[config.mk]
export PLATFORM = sky130hd
export DESIGN_NAME = jtag_tap_master_host_port
export DESIGN_NICKNAME = d
export VERILOG_FILES = /design/src/design/byte_fifo4.v /design/src/design/tck_gen.v /design/src/design/jtag_tap_master_host_port.v
export VERILOG_INCLUDE_DIRS = /design/src /design/src/design
export SDC_FILE = /design/constraint.sdc
export NUM_CORES = 1
export LEC_CHECK = 0
export ABC_AREA = 1
export BUFFER_PORTS_ARGS = -buffer_cell sky130_fd_sc_hd__buf_2
export CORE_ASPECT_RATIO = 0.6
export CORE_MARGIN = 3
export CORE_UTILIZATION = 50
export CTS_CLUSTER_DIAMETER = 60
export CTS_CLUSTER_SIZE = 8
export DETAILED_ROUTE_END_ITERATION = 12
export PLACE_DENSITY = 0.65
export SYNTH_ARGS = -nofsm -noshare
export SYNTH_HDL_FRONTEND = slang
export SYNTH_SLANG_ARGS = --single-unit
[constraint.sdc]
create_clock -name clk -period 7.9 [get_ports clk]
set_clock_uncertainty 0.1 [all_clocks]
set_input_delay 1.185 -clock clk [delete_from_list [all_inputs] [get_ports clk]]
set_output_delay 1.185 -clock clk [all_outputs]
set_load 0.02 [all_outputs]
[src/design/tap_master_map.vh]
// Register indices, field positions, reset values and codes
`ifndef TAP_MASTER_MAP_VH
`define TAP_MASTER_MAP_VH
`define IDX_CMD 3'h0
`define IDX_CTRL 3'h1
`define IDX_DIV 3'h2
`define IDX_PIPE 3'h3
`define IDX_CNT 3'h4
`define IDX_FIFO 3'h5
`define IDX_DISC 3'h6
`define IDX_ADDR 3'h7
`define OP_MOVE 4'h0
`define OP_RUN 4'h1
`define OP_SCAN 4'h2
`define OP_SCAN_IN 4'h3
`define OP_SCAN_OUT 4'h4
`define OP_RECIRC 4'h5
`define OP_MDROP 4'h6
`define CMD_IR_BIT 6
`define CLK_FREE 2'h0
`define CLK_GATED 2'h1
`define CLK_DISC 2'h2
`define CTRL_LB_TDO 2
`define CTRL_LB_TMS 3
`define CTRL_TRST 4
`define CTRL_RST 8'h10
`define DIV_RST 8'h07
`define TAP_RESET 4'hF
`define TAP_IDLE 4'hC
`define TAP_SELDR 4'h7
`define TAP_CAPDR 4'h6
`define TAP_SHDR 4'h2
`define TAP_EX1DR 4'h1
`define TAP_PSDR 4'h3
`define TAP_EX2DR 4'h0
`define TAP_UPDR 4'h5
`define TAP_SELIR 4'h4
`define TAP_CAPIR 4'hE
`define TAP_SHIR 4'hA
`define TAP_EX1IR 4'h9
`define TAP_PSIR 4'hB
`define TAP_EX2IR 4'h8
`define TAP_UPIR 4'hD
`endif

[src/design/byte_fifo4.v]
// Four-entry byte FIFO with registered read data
`timescale 1ns/10ps
`default_nettype none
module byte_fifo4 (
  input wire clk,
  input wire rst_n,
  input wire push,
  input wire [7:0] din,
  input wire pop,
  output reg [7:0] dout_q,
  output wire full,
  output wire empty
);
  reg [7:0] mem [0:3];
  reg [1:0] wr_q;
  reg [1:0] rd_q;
  reg [2:0] cnt_q;
  wire do_push = push & ~full;
  wire do_pop = pop & ~empty;
  assign full = cnt_q[2];
  assign empty = (cnt_q == 3'h0);
  always @(posedge clk) begin
    if (do_push) begin
      mem[wr_q] <= din;
    end
  end
  always @(posedge clk or negedge rst_n) begin
    if (!rst_n) begin
      wr_q <= 2'h0;
      rd_q <= 2'h0;
      cnt_q <= 3'h0;
      dout_q <= 8'h00;
    end else begin
      if (do_push) wr_q <= wr_q + 2'h1;
      if (do_pop) begin
        rd_q <= rd_q + 2'h1;
        dout_q <= mem[rd_q];
      end
      cnt_q <= cnt_q + {2'h0, do_push} - {2'h0, do_pop};
    end
  end
endmodule
`default_nettype wire

[src/design/tck_gen.v]
// Test clock divider with free-running and gated operation
`timescale 1ns/10ps
`default_nettype none
module tck_gen (
  input wire clk,
  input wire rst_n,
  input wire [7:0] half_div,
  input wire free,
  input wire run,
  output reg tck_q,
  output reg rise_q,
  output reg fall_q
);
  reg [7:0] cnt_q;
  wire due = (cnt_q >= half_div) & ~rise_q & ~fall_q;
  wire toggle = due & (free | run);
  always @(posedge clk or negedge rst_n) begin
    if (!rst_n) begin
      cnt_q <= 8'h00;
      tck_q <= 1'b0;
      rise_q <= 1'b0;
      fall_q <= 1'b0;
    end else begin
      rise_q <= toggle & ~tck_q;
      fall_q <= toggle & tck_q;
      if (toggle) begin
        tck_q <= ~tck_q;
        cnt_q <= 8'h00;
      end else if (!due) begin
        cnt_q <= cnt_q + 8'h01;
      end
    end
  end
endmodule
`default_nettype wire

[src/design/jtag_tap_master_host_port.v]
// Test-access-port master with byte-wide strobed host port
// Operation
// - Byte data bus, three-bit register index
// - Drop ready until access can complete
// - Commands move TAP, scan, run-test
// - 32-bit counter sets cycle count
// - Host bytes fill write FIFO, serialised out
// - Input-only and output-only scans supported
// - Recirculate mirrors TDI back onto TDO
// - Multidrop scan sends address first
// - Loopback of TDO or TMS stream
// - Free mode: clock always toggles
// - Gated mode: clock only during activity
// - Programmable divisor in both modes
// - Discrete mode: host writes drive bus
// - Align capture for pipeline up to 15
// - Enable low drives, else outputs released
// - Drive clock, mode, data, optional reset
// - Reset: ignore writes; ready, TMS, TDO, TRST high, TCK low
// - Access spans strobe fall to rise
// - Drive data only reading with strobe low
// - Index selects register directly
`timescale 1ns/10ps
`default_nettype none
`include "tap_master_map.vh"
module jtag_tap_master_host_port (
  input wire clk,
  input wire rst_n,
  input wire host_access_strobe,
  input wire host_rw,
  input wire [2:0] host_reg_index,
  input wire [7:0] host_byte_bus_in,
  output reg [7:0] host_byte_bus_out,
  output reg host_byte_bus_oe,
  output reg host_ready,
  input wire test_output_enable_n,
  input wire tdi_in,
  output reg tck_out,
  output reg tms_out,
  output reg tdo_out,
  output reg trst_n_out,
  output reg tap_oe
);
  localparam ST_IDLE = 3'd0;
  localparam ST_MOVE = 3'd1;
  localparam ST_SHIFT = 3'd2;
  localparam ST_RUN = 3'd3;
  localparam ST_DRAIN = 3'd4;
  localparam ST_FLUSH = 3'd5;

  function [3:0] tap_next;
    input [3:0] s;
    input t;
    begin
      case (s)
        `TAP_RESET: tap_next = t ? `TAP_RESET : `TAP_IDLE;
        `TAP_IDLE: tap_next = t ? `TAP_SELDR : `TAP_IDLE;
        `TAP_SELDR: tap_next = t ? `TAP_SELIR : `TAP_CAPDR;
        `TAP_CAPDR: tap_next = t ? `TAP_EX1DR : `TAP_SHDR;
        `TAP_SHDR: tap_next = t ? `TAP_EX1DR : `TAP_SHDR;
        `TAP_EX1DR: tap_next = t ? `TAP_UPDR : `TAP_PSDR;
        `TAP_PSDR: tap_next = t ? `TAP_EX2DR : `TAP_PSDR;
        `TAP_EX2DR: tap_next = t ? `TAP_UPDR : `TAP_SHDR;
        `TAP_UPDR: tap_next = t ? `TAP_SELDR : `TAP_IDLE;
        `TAP_SELIR: tap_next = t ? `TAP_RESET : `TAP_CAPIR;
        `TAP_CAPIR: tap_next = t ? `TAP_EX1IR : `TAP_SHIR;
        `TAP_SHIR: tap_next = t ? `TAP_EX1IR : `TAP_SHIR;
        `TAP_EX1IR: tap_next = t ? `TAP_UPIR : `TAP_PSIR;
        `TAP_PSIR: tap_next = t ? `TAP_EX2IR : `TAP_PSIR;
        `TAP_EX2IR: tap_next = t ? `TAP_UPIR : `TAP_SHIR;
        default: tap_next = t ? `TAP_SELDR : `TAP_IDLE;
      endcase
    end
  endfunction

  // TMS value that takes state s one step toward goal g
  function tap_tms;
    input [3:0] s;
    input [3:0] g;
    reg ir;
    begin
      ir = (g == `TAP_SHIR) | (g == `TAP_PSIR);
      case (s)
        `TAP_RESET: tap_tms = (g == `TAP_RESET);
        `TAP_IDLE: tap_tms = (g != `TAP_IDLE);
        `TAP_SELDR: tap_tms = ir;
        `TAP_SELIR: tap_tms = ~ir;
        `TAP_CAPDR, `TAP_SHDR, `TAP_EX2DR: tap_tms = (g != `TAP_SHDR);
        `TAP_CAPIR, `TAP_SHIR, `TAP_EX2IR: tap_tms = (g != `TAP_SHIR);
        `TAP_EX1DR, `TAP_PSDR: tap_tms = (g != `TAP_PSDR);
        `TAP_EX1IR, `TAP_PSIR: tap_tms = (g != `TAP_PSIR);
        default: tap_tms = (g != `TAP_IDLE);
      endcase
      if (g == `TAP_RESET) tap_tms = 1'b1;
    end
  endfunction

  function [3:0] end_state;
    input [1:0] e;
    begin
      case (e)
        2'h0: end_state = `TAP_RESET;
        2'h1: end_state = `TAP_IDLE;
        2'h2: end_state = `TAP_PSDR;
        default: end_state = `TAP_PSIR;
      endcase
    end
  endfunction

  // Two-stage synchronisers for pins from the host and target side
  reg [1:0] host_access_strobe_s, rw_s, toe_s, tdi_s;
  reg [2:0] idx_s1, idx_s2;
  reg [7:0] dat_s1, dat_s2;
  reg host_access_strobe_d_q;
  always @(posedge clk or negedge rst_n) begin
    if (!rst_n) begin
      host_access_strobe_s <= 2'b11;
      host_access_strobe_d_q <= 1'b1;
      rw_s <= 2'b00;
      toe_s <= 2'b11;
      tdi_s <= 2'b11;
      idx_s1 <= 3'h0;
      idx_s2 <= 3'h0;
      dat_s1 <= 8'h00;
      dat_s2 <= 8'h00;
    end else begin
      host_access_strobe_s <= {host_access_strobe_s[0], host_access_strobe};
      host_access_strobe_d_q <= host_access_strobe_s[1];
      rw_s <= {rw_s[0], host_rw};
      toe_s <= {toe_s[0], test_output_enable_n};
      tdi_s <= {tdi_s[0], tdi_in};
      idx_s1 <= host_reg_index;
      idx_s2 <= idx_s1;
      dat_s1 <= host_byte_bus_in;
      dat_s2 <= dat_s1;
    end
  end

  reg [2:0] st_q;
  reg [3:0] op_q, goal_q, tap_q, tx_left_q, addr_ph_q, pipe_q;
  reg [1:0] end_q;
  reg [7:0] ctrl_q, div_q, addr_q, tx_sh_q, rx_sh_q;
  reg [31:0] cnt_q;
  reg [14:0] hist_q;
  reg [2:0] rx_n_q;
  reg tms_nx_q, ph2_q, tx_ld_q, acc_q, rd_ld_q, disc_tck_q;
  wire [7:0] wf_dout, rf_dout;
  wire wf_full, wf_empty, rf_full, rf_empty, gen_tck, rise, fall;

  wire disc = (ctrl_q[1:0] == `CLK_DISC);
  wire host_access_strobe_fall = host_access_strobe_d_q & ~host_access_strobe_s[1];
  wire host_access_strobe_rise = ~host_access_strobe_d_q & host_access_strobe_s[1];
  wire rd = rw_s[1];
  wire [2:0] idx = idx_s2;
  wire tx_use = (op_q == `OP_SCAN) | (op_q == `OP_SCAN_OUT) |
                (op_q == `OP_MDROP) | (addr_ph_q != 4'h0);
  wire cap_op = (op_q == `OP_SCAN) | (op_q == `OP_SCAN_IN) |
                (op_q == `OP_RECIRC) | (op_q == `OP_MDROP);
  wire loop_on = ctrl_q[`CTRL_LB_TDO] | ctrl_q[`CTRL_LB_TMS];
  wire cur_cap = (st_q == ST_SHIFT) & cap_op & (addr_ph_q == 4'h0);
  wire pipe_cap = (pipe_q == 4'h0) ? cur_cap : hist_q[pipe_q - 4'h1];
  wire cap_now = loop_on ? cur_cap : pipe_cap;
  wire cap_bit = ctrl_q[`CTRL_LB_TDO] ? tdo_out :
                 ctrl_q[`CTRL_LB_TMS] ? tms_out : tdi_s[1];
  wire tx_need = (st_q == ST_SHIFT) & tx_use & (tx_left_q == 4'h0);
  wire stall = tx_need | (rf_full & cap_op & (st_q != ST_IDLE));
  wire busy = (st_q != ST_IDLE);
  wire gen_run = (busy & ~stall) | (gen_tck & ~busy);
  wire step = rise & busy & ~disc;
  wire [3:0] tap_adv = tap_next(tap_q, tms_out);
  wire [3:0] cmd_goal = (dat_s2[3:0] == `OP_MOVE) ?
                        end_state(dat_s2[5:4]) :
                        (dat_s2[3:0] == `OP_RUN) ? `TAP_IDLE :
                        dat_s2[`CMD_IR_BIT] ? `TAP_SHIR : `TAP_SHDR;
  wire goal_shift = (goal_q == `TAP_SHDR) | (goal_q == `TAP_SHIR);
  wire last_nx = (addr_ph_q > 4'h1) ? 1'b0 :
                 (addr_ph_q == 4'h1) ? (cnt_q == 32'h1) :
                 (cnt_q == 32'h2);
  // Access may complete now, else ready is dropped
  wire can_go = rd ? ((idx != `IDX_FIFO) | ~rf_empty) :
                (idx == `IDX_FIFO) ? ~wf_full :
                (idx == `IDX_CMD) ? ~busy : 1'b1;
  wire acc_go = (host_access_strobe_fall | acc_q) & can_go & ~host_access_strobe_s[1];
  wire wr_go = acc_go & ~rd;
  wire rf_push_cap = step & cap_now & (rx_n_q == 3'h7);
  wire rf_flush = (st_q == ST_FLUSH) & (rx_n_q != 3'h0) & ~rf_full;
  wire [7:0] rx_full_byte = {cap_bit, rx_sh_q[7:1]};
  wire [7:0] rx_part = rx_sh_q >> (4'h8 - {1'b0, rx_n_q});
  wire wf_pop = tx_need & ~wf_empty & ~tx_ld_q;

  byte_fifo4 u_wfifo (
    .clk(clk),
    .rst_n(rst_n),
    .push(wr_go & (idx == `IDX_FIFO)),
    .din(dat_s2),
    .pop(wf_pop),
    .dout_q(wf_dout),
    .full(wf_full),
    .empty(wf_empty)
  );
  byte_fifo4 u_rfifo (
    .clk(clk),
    .rst_n(rst_n),
    .push(rf_push_cap | rf_flush),
    .din(rf_flush ? rx_part : rx_full_byte),
    .pop(acc_go & rd & (idx == `IDX_FIFO)),
    .dout_q(rf_dout),
    .full(rf_full),
    .empty(rf_empty)
  );
  tck_gen u_tck (
    .clk(clk),
    .rst_n(rst_n),
    .half_div(div_q),
    .free(ctrl_q[1:0] == `CLK_FREE),
    .run(gen_run),
    .tck_q(gen_tck),
    .rise_q(rise),
    .fall_q(fall)
  );

  // Host port: handshake, read data and pin outputs
  always @(posedge clk or negedge rst_n) begin
    if (!rst_n) begin
      host_ready <= 1'b1;
      host_byte_bus_oe <= 1'b0;
      host_byte_bus_out <= 8'h00;
      acc_q <= 1'b0;
      rd_ld_q <= 1'b0;
      tap_oe <= 1'b0;
      trst_n_out <= 1'b1;
      tck_out <= 1'b0;
    end else begin
      host_byte_bus_oe <= rw_s[1] & ~host_access_strobe_s[1];
      acc_q <= (host_access_strobe_fall | acc_q) & ~can_go & ~host_access_strobe_s[1];
      if (host_access_strobe_rise | acc_go) host_ready <= 1'b1;
      else if (host_access_strobe_fall & ~can_go) host_ready <= 1'b0;
      rd_ld_q <= acc_go & rd & (idx == `IDX_FIFO);
      if (rd_ld_q) host_byte_bus_out <= rf_dout;
      else if (acc_go & rd) begin
        if (idx == `IDX_CMD)
          host_byte_bus_out <= {busy, wf_full, ~rf_empty, 1'b0, tap_q};
        else if (idx == `IDX_CTRL) host_byte_bus_out <= ctrl_q;
        else if (idx == `IDX_DIV) host_byte_bus_out <= div_q;
        else if (idx == `IDX_PIPE) host_byte_bus_out <= {4'h0, pipe_q};
        else if (idx == `IDX_CNT) host_byte_bus_out <= cnt_q[7:0];
        else if (idx == `IDX_DISC)
          host_byte_bus_out <= {5'h00, tdi_s[1], tms_out, tdo_out};
        else if (idx == `IDX_ADDR) host_byte_bus_out <= addr_q;
      end
      tap_oe <= ~toe_s[1];
      trst_n_out <= ctrl_q[`CTRL_TRST];
      tck_out <= disc ? disc_tck_q : gen_tck;
    end
  end

  // Scan engine and configuration registers
  always @(posedge clk or negedge rst_n) begin
    if (!rst_n) begin
      st_q <= ST_IDLE;
      op_q <= `OP_MOVE;
      goal_q <= `TAP_RESET;
      end_q <= 2'h0;
      tap_q <= `TAP_RESET;
      ctrl_q <= `CTRL_RST;
      div_q <= `DIV_RST;
      pipe_q <= 4'h0;
      addr_q <= 8'h00;
      cnt_q <= 32'h0;
      tms_nx_q <= 1'b1;
      tms_out <= 1'b1;
      tdo_out <= 1'b1;
      disc_tck_q <= 1'b0;
      ph2_q <= 1'b0;
      tx_sh_q <= 8'h00;
      tx_left_q <= 4'h0;
      tx_ld_q <= 1'b0;
      addr_ph_q <= 4'h0;
      hist_q <= 15'h0;
      rx_sh_q <= 8'h00;
      rx_n_q <= 3'h0;
    end else begin
      tx_ld_q <= wf_pop;
      if (tx_ld_q) begin
        tx_sh_q <= wf_dout;
        tx_left_q <= 4'h8;
      end
      if (wr_go) begin
        if (idx == `IDX_CTRL) ctrl_q <= dat_s2;
        else if (idx == `IDX_DIV) div_q <= dat_s2;
        else if (idx == `IDX_PIPE) pipe_q <= dat_s2[3:0];
        else if (idx == `IDX_CNT) cnt_q <= {cnt_q[23:0], dat_s2};
        else if (idx == `IDX_ADDR) addr_q <= dat_s2;
        else if (idx == `IDX_DISC && disc) begin
          tms_out <= dat_s2[0];
          tdo_out <= dat_s2[1];
          disc_tck_q <= dat_s2[2];
          if (dat_s2[2] & ~disc_tck_q) tap_q <= tap_next(tap_q, dat_s2[0]);
        end else if (idx == `IDX_CMD && !disc) begin
          op_q <= dat_s2[3:0];
          end_q <= dat_s2[5:4];
          goal_q <= cmd_goal;
          ph2_q <= 1'b0;
          st_q <= ST_MOVE;
          tms_nx_q <= tap_tms(tap_q, cmd_goal);
          if (dat_s2[3:0] == `OP_MDROP) begin
            tx_sh_q <= addr_q;
            tx_left_q <= 4'h8;
            addr_ph_q <= 4'h8;
          end else begin
            tx_left_q <= 4'h0;
          end
        end
      end
      if (fall & busy & ~disc) begin
        tms_out <= tms_nx_q;
        if (st_q != ST_SHIFT) tdo_out <= 1'b1;
        else if (op_q == `OP_RECIRC) tdo_out <= tdi_s[1];
        else if (tx_use) tdo_out <= tx_sh_q[0];
        else tdo_out <= 1'b1;
      end
      if (step) begin
        tap_q <= tap_adv;
        hist_q <= {hist_q[13:0], cur_cap};
        if (cap_now) begin
          rx_sh_q <= rx_full_byte;
          rx_n_q <= rx_n_q + 3'h1;
        end
        case (st_q)
          ST_MOVE: begin
            if (tap_adv != goal_q) tms_nx_q <= tap_tms(tap_adv, goal_q);
            else if (!ph2_q && goal_shift) begin
              st_q <= ST_SHIFT;
              tms_nx_q <= (addr_ph_q == 4'h0) & (cnt_q == 32'h1);
            end else if (!ph2_q && op_q == `OP_RUN) begin
              st_q <= ST_RUN;
              tms_nx_q <= 1'b0;
            end else begin
              st_q <= ST_DRAIN;
              tms_nx_q <= (tap_adv == `TAP_RESET);
            end
          end
          ST_SHIFT: begin
            if (tx_use) begin
              tx_sh_q <= {1'b0, tx_sh_q[7:1]};
              tx_left_q <= tx_left_q - 4'h1;
            end
            if (addr_ph_q != 4'h0) addr_ph_q <= addr_ph_q - 4'h1;
            else cnt_q <= cnt_q - 32'h1;
            if (tms_out) begin
              ph2_q <= 1'b1;
              goal_q <= end_state(end_q);
              st_q <= ST_MOVE;
              tms_nx_q <= tap_tms(tap_adv, end_state(end_q));
            end else begin
              tms_nx_q <= last_nx;
            end
          end
          ST_RUN: begin
            cnt_q <= cnt_q - 32'h1;
            if (cnt_q <= 32'h1) begin
              ph2_q <= 1'b1;
              goal_q <= end_state(end_q);
              st_q <= ST_MOVE;
              tms_nx_q <= tap_tms(`TAP_IDLE, end_state(end_q));
            end
          end
          ST_DRAIN: begin
            if (hist_q[13:0] == 14'h0) st_q <= ST_FLUSH;
          end
          default: st_q <= st_q;
        endcase
      end
      if (st_q == ST_FLUSH && !rf_full) begin
        rx_n_q <= 3'h0;
        st_q <= ST_IDLE;
      end
    end
  end
endmodule
`default_nettype wire

==> flow_metrics.env <==
export IMPL_end_kind="flip-flop"
export IMPL_path_class="reg2reg"
export IMPL_min_period_ns=3.65
export IMPL_area_growth_syn_to_layout_pct=11.7
export IMPL_startpoint="pipe_q[0]"
export IMPL_avgSynthCellArea_sq_um=8.40
export IMPL_routed_via_density=5.63
export IMPL_drtIter0Drc=1575
export IMPL_num_vias=12000
export IMPL_grt_max_degree=82
export IMPL_final_cell_mix="334 x nand2_1, 213 x o21ai_0, 195 x inv_1"
export IMPL_cts_resized_gates=0
export IMPL_setup_viol=0
export IMPL_cts_hold_buf=0
export IMPL_dp_hpwl_um=27900
export IMPL_h_tree_depth=2
export IMPL_worst_pin_slew_ns=1.04
export IMPL_grt_pass1_wl_um=61300
export IMPL_worstSkewPairLatency_ns=0.56
export IMPL_drc=0
export IMPL_reg2regPathDepth=16
export IMPL_crit_path_max_fanout=19
export IMPL_finalCritPeriodShare_pct=46.2
export IMPL_pre_cts_slack_ns=4.32
export IMPL_cts_tree="yes"
export IMPL_synth_top_family_by_area="simple AND/OR/NAND/NOR gates"
export IMPL_drive_gt1_share_pct=9.26
export IMPL_synthMuxAreaShare_pct=0.0790
export IMPL_maxSlewViolCount=0
export IMPL_synth_async_reset_ratio_pct=76.8
export IMPL_nets=1789
export IMPL_synthSimpleGateAreaFrac_pct=21.4
export IMPL_clock_sinks=276
export IMPL_hold_viol=0
export IMPL_wl_per_cell_um=18.1
export IMPL_fin_setup_tns_ns=0
export IMPL_gp_congestion=0.926
export IMPL_whs_ns=0.239
export IMPL_synth_adder_area_share_pct=3.26
export IMPL_yosys_cell_types_count=54
export IMPL_grt_pass1_vias=10800
export IMPL_synth_compound_area_share_pct=15.7
export IMPL_port_buffers=31
export IMPL_synthXorXnorAreaFrac_pct=1.72
export IMPL_setup_slack_ns=4.25
export IMPL_power_leakage_nw=7.05
export IMPL_ys_ff_latch=276
export IMPL_core_area_sq_mm=0.0278
export IMPL_grt_usage_pct=25.7
export IMPL_overflow=0
export IMPL_peakVddDrop_uv=184
export IMPL_rows=47
export IMPL_cts_buffers_inserted=40
export IMPL_cts_setup_buffers=0
export IMPL_netlist_instances=1698
export IMPL_status="complete, no violations"
export IMPL_ant_nets=0
export IMPL_start_util_pct=51.3
export IMPL_synth_edf_count=64
export IMPL_cp_start_kind="flip-flop"
export IMPL_r2r_setup_slack_ns=4.25
export IMPL_clk_path_buf_depth=3
export IMPL_min_delay_start="dat_s1[1]"
export IMPL_seq_area_frac_synth_pct=50.9
export IMPL_wirelength_um=38600
export IMPL_mostFrequentLayoutCell="nand2_1"
export IMPL_fin_area_sq_mm=0.0159
export IMPL_whs_path_depth=0
export IMPL_required_ns=8.27
export IMPL_ys_warn_count=0
export IMPL_finalPower_mw=5.76
export IMPL_powerDensity_mw_per_mm2=362
export IMPL_die_area_sq_mm=0.0306
export IMPL_cts_reportedPaths_clkPinSlew_ns=0.05
export IMPL_synth_flop_cell="dfrtp_1"
export IMPL_r2r_end="u_rfifo.cnt_q[2]"
export IMPL_max_cap_viol_count=0
export IMPL_synth_area_sq_mm=0.0143
export IMPL_cp_data_arrival_time_ns=4.03
export IMPL_antenna_found_initial=0
export IMPL_die_h_um=137
export IMPL_max_slew_margin_pct=30.7
export IMPL_whs_endpoint="dat_s2[1]"
export IMPL_rsz0062_at_grt="no"
export IMPL_fillers=2506
export IMPL_regToRegStartpoint="pipe_q[0]"
export IMPL_drt_pre_antenna_iters=6
export IMPL_die_width_um=224
export IMPL_syn_num_nets=1751
export IMPL_cts_root_buf="clkbuf_16"
export IMPL_io_pins=32
export IMPL_hp_class="reg2reg"
export IMPL_fmax_mhz=274
export IMPL_placed_area_sq_mm=0.0147
-- state kept, by name, summed over array words and instances, names as in the netlist, 4 cells and up --
register / cells
addr_ph_q: 4
addr_q: 8
cnt_q: 32
ctrl_q: 8
dat_s1: 8
dat_s2: 8
div_q: 8
goal_q: 4
hist_q: 15
host_byte_bus_out: 8
op_q: 4
pipe_q: 4
rx_sh_q: 8
tap_q: 4
tx_left_q: 4
tx_sh_q: 8
u_rfifo.dout_q: 8
u_rfifo.mem: 32
u_tck.cnt_q: 8
u_wfifo.dout_q: 8
u_wfifo.mem: 32
-- cell usage after synthesis (8+ instances only) --
cell type	number	area share, %
o21ai_1	35	1.2
nand4_1	19	0.83
inv_1	195	5.1
dfrtp_1	188	33
nand2_1	334	8.8
o21ai_0	213	7.5
o22ai_1	28	1.2
clkbuf_1	23	0.61
o32ai_1	8	0.49
nor3_1	25	0.88
buf_2	15	0.53
edfxtp_1	64	13
xnor2_1	9	0.55
dfstp_2	24	4.4
xor2_1	19	1.2
a21oi_1	63	2.2
nor2_1	193	5.1
inv_2	13	0.34
ha_1	34	3.0
nor2_4	8	0.63
o211ai_1	28	1.5
nand2_2	9	0.39
nand3_1	77	2.7
-- cell families after synthesis --
kind of cell,after synthesis
XOR/XNOR,28
adder cells (fa/ha/maj),36
multiplexers,1
buffers and inverters,254
AND/OR/NAND/NOR,701
flip-flops,276
AO/OA/AOI/OAI,402
-- power by group --
| part | total (mW) | leakage, nW | internal [mW] | switching [mW] |
|---|---|---|---|---|
| combinational | 1.99 | 3.21 | 0.675 | 1.31 |
| sequential | 2.17 | 3.28 | 1.80 | 0.368 |
| clock | 1.61 | 0.560 | 0.965 | 0.642 |
-- layer usage --
| metal | share of wire, % | vias to the layer above | GRT usage, % |
|---|---|---|---|
| li1 | - | 5758 | - |
| met2 | 37 | 480 | 32.1 |
| met5 | 0 | - | 0 |
| met4 | 1.5 | 0 | 5.71 |
| met3 | 9.6 | 48 | 6.67 |
| met1 | 52 | 5695 | 42.9 |
-- worst max path at each step --
stage,endpoint,depth (start not counted)
2_1_floorplan,u_rfifo.cnt_q[2],16
3_3_place_gp,u_rfifo.cnt_q[2],16
3_5_place_dp,u_rfifo.cnt_q[2],16
4_1_cts,u_rfifo.cnt_q[2],16
5_1_grt,u_rfifo.cnt_q[2],16
6_report,u_rfifo.cnt_q[2],16
-- final cells by class --
type | count | area, sq um | area share (%)
Antenna cell | 1 | 2.50 | 0.0157
Clock buffer | 64 | 1110 | 6.98
Clock inverter | 3 | 68.8 | 0.432
Inverter | 209 | 785 | 4.92
Multi-Input combinational cell | 1168 | 6010 | 37.7
Sequential cell | 276 | 7260 | 45.5
Tap cell | 367 | 459 | 2.88
Timing Repair Buffer | 41 | 240 | 1.51
-- worst max-delay path: stages (launching register included) --
cell and delay (ns):
dfrtp_1 0.56, inv_1 0.21, ha_1 0.39, inv_1 0.17, a21oi_1 0.07, o21ai_0 0.11, o21ai_0 0.11, o211ai_1 0.16
o211ai_1 0.12, nand2_2 0.31, nand3_1 0.15, nand2_2 0.13, ha_1 0.15, inv_1 0.05, fa_1 0.43, xnor2_1 0.18
xor2_1 0.17
-- metrics by stage --
step	instances	utilization, %
after floorplan	1698	-
after global placement	2061	53.0
after detailed placement	2061	53.0
after CTS	2128	57.3
after global routing	2128	57.3
final	2129	57.3
Power figures use the tool's default switching activity.
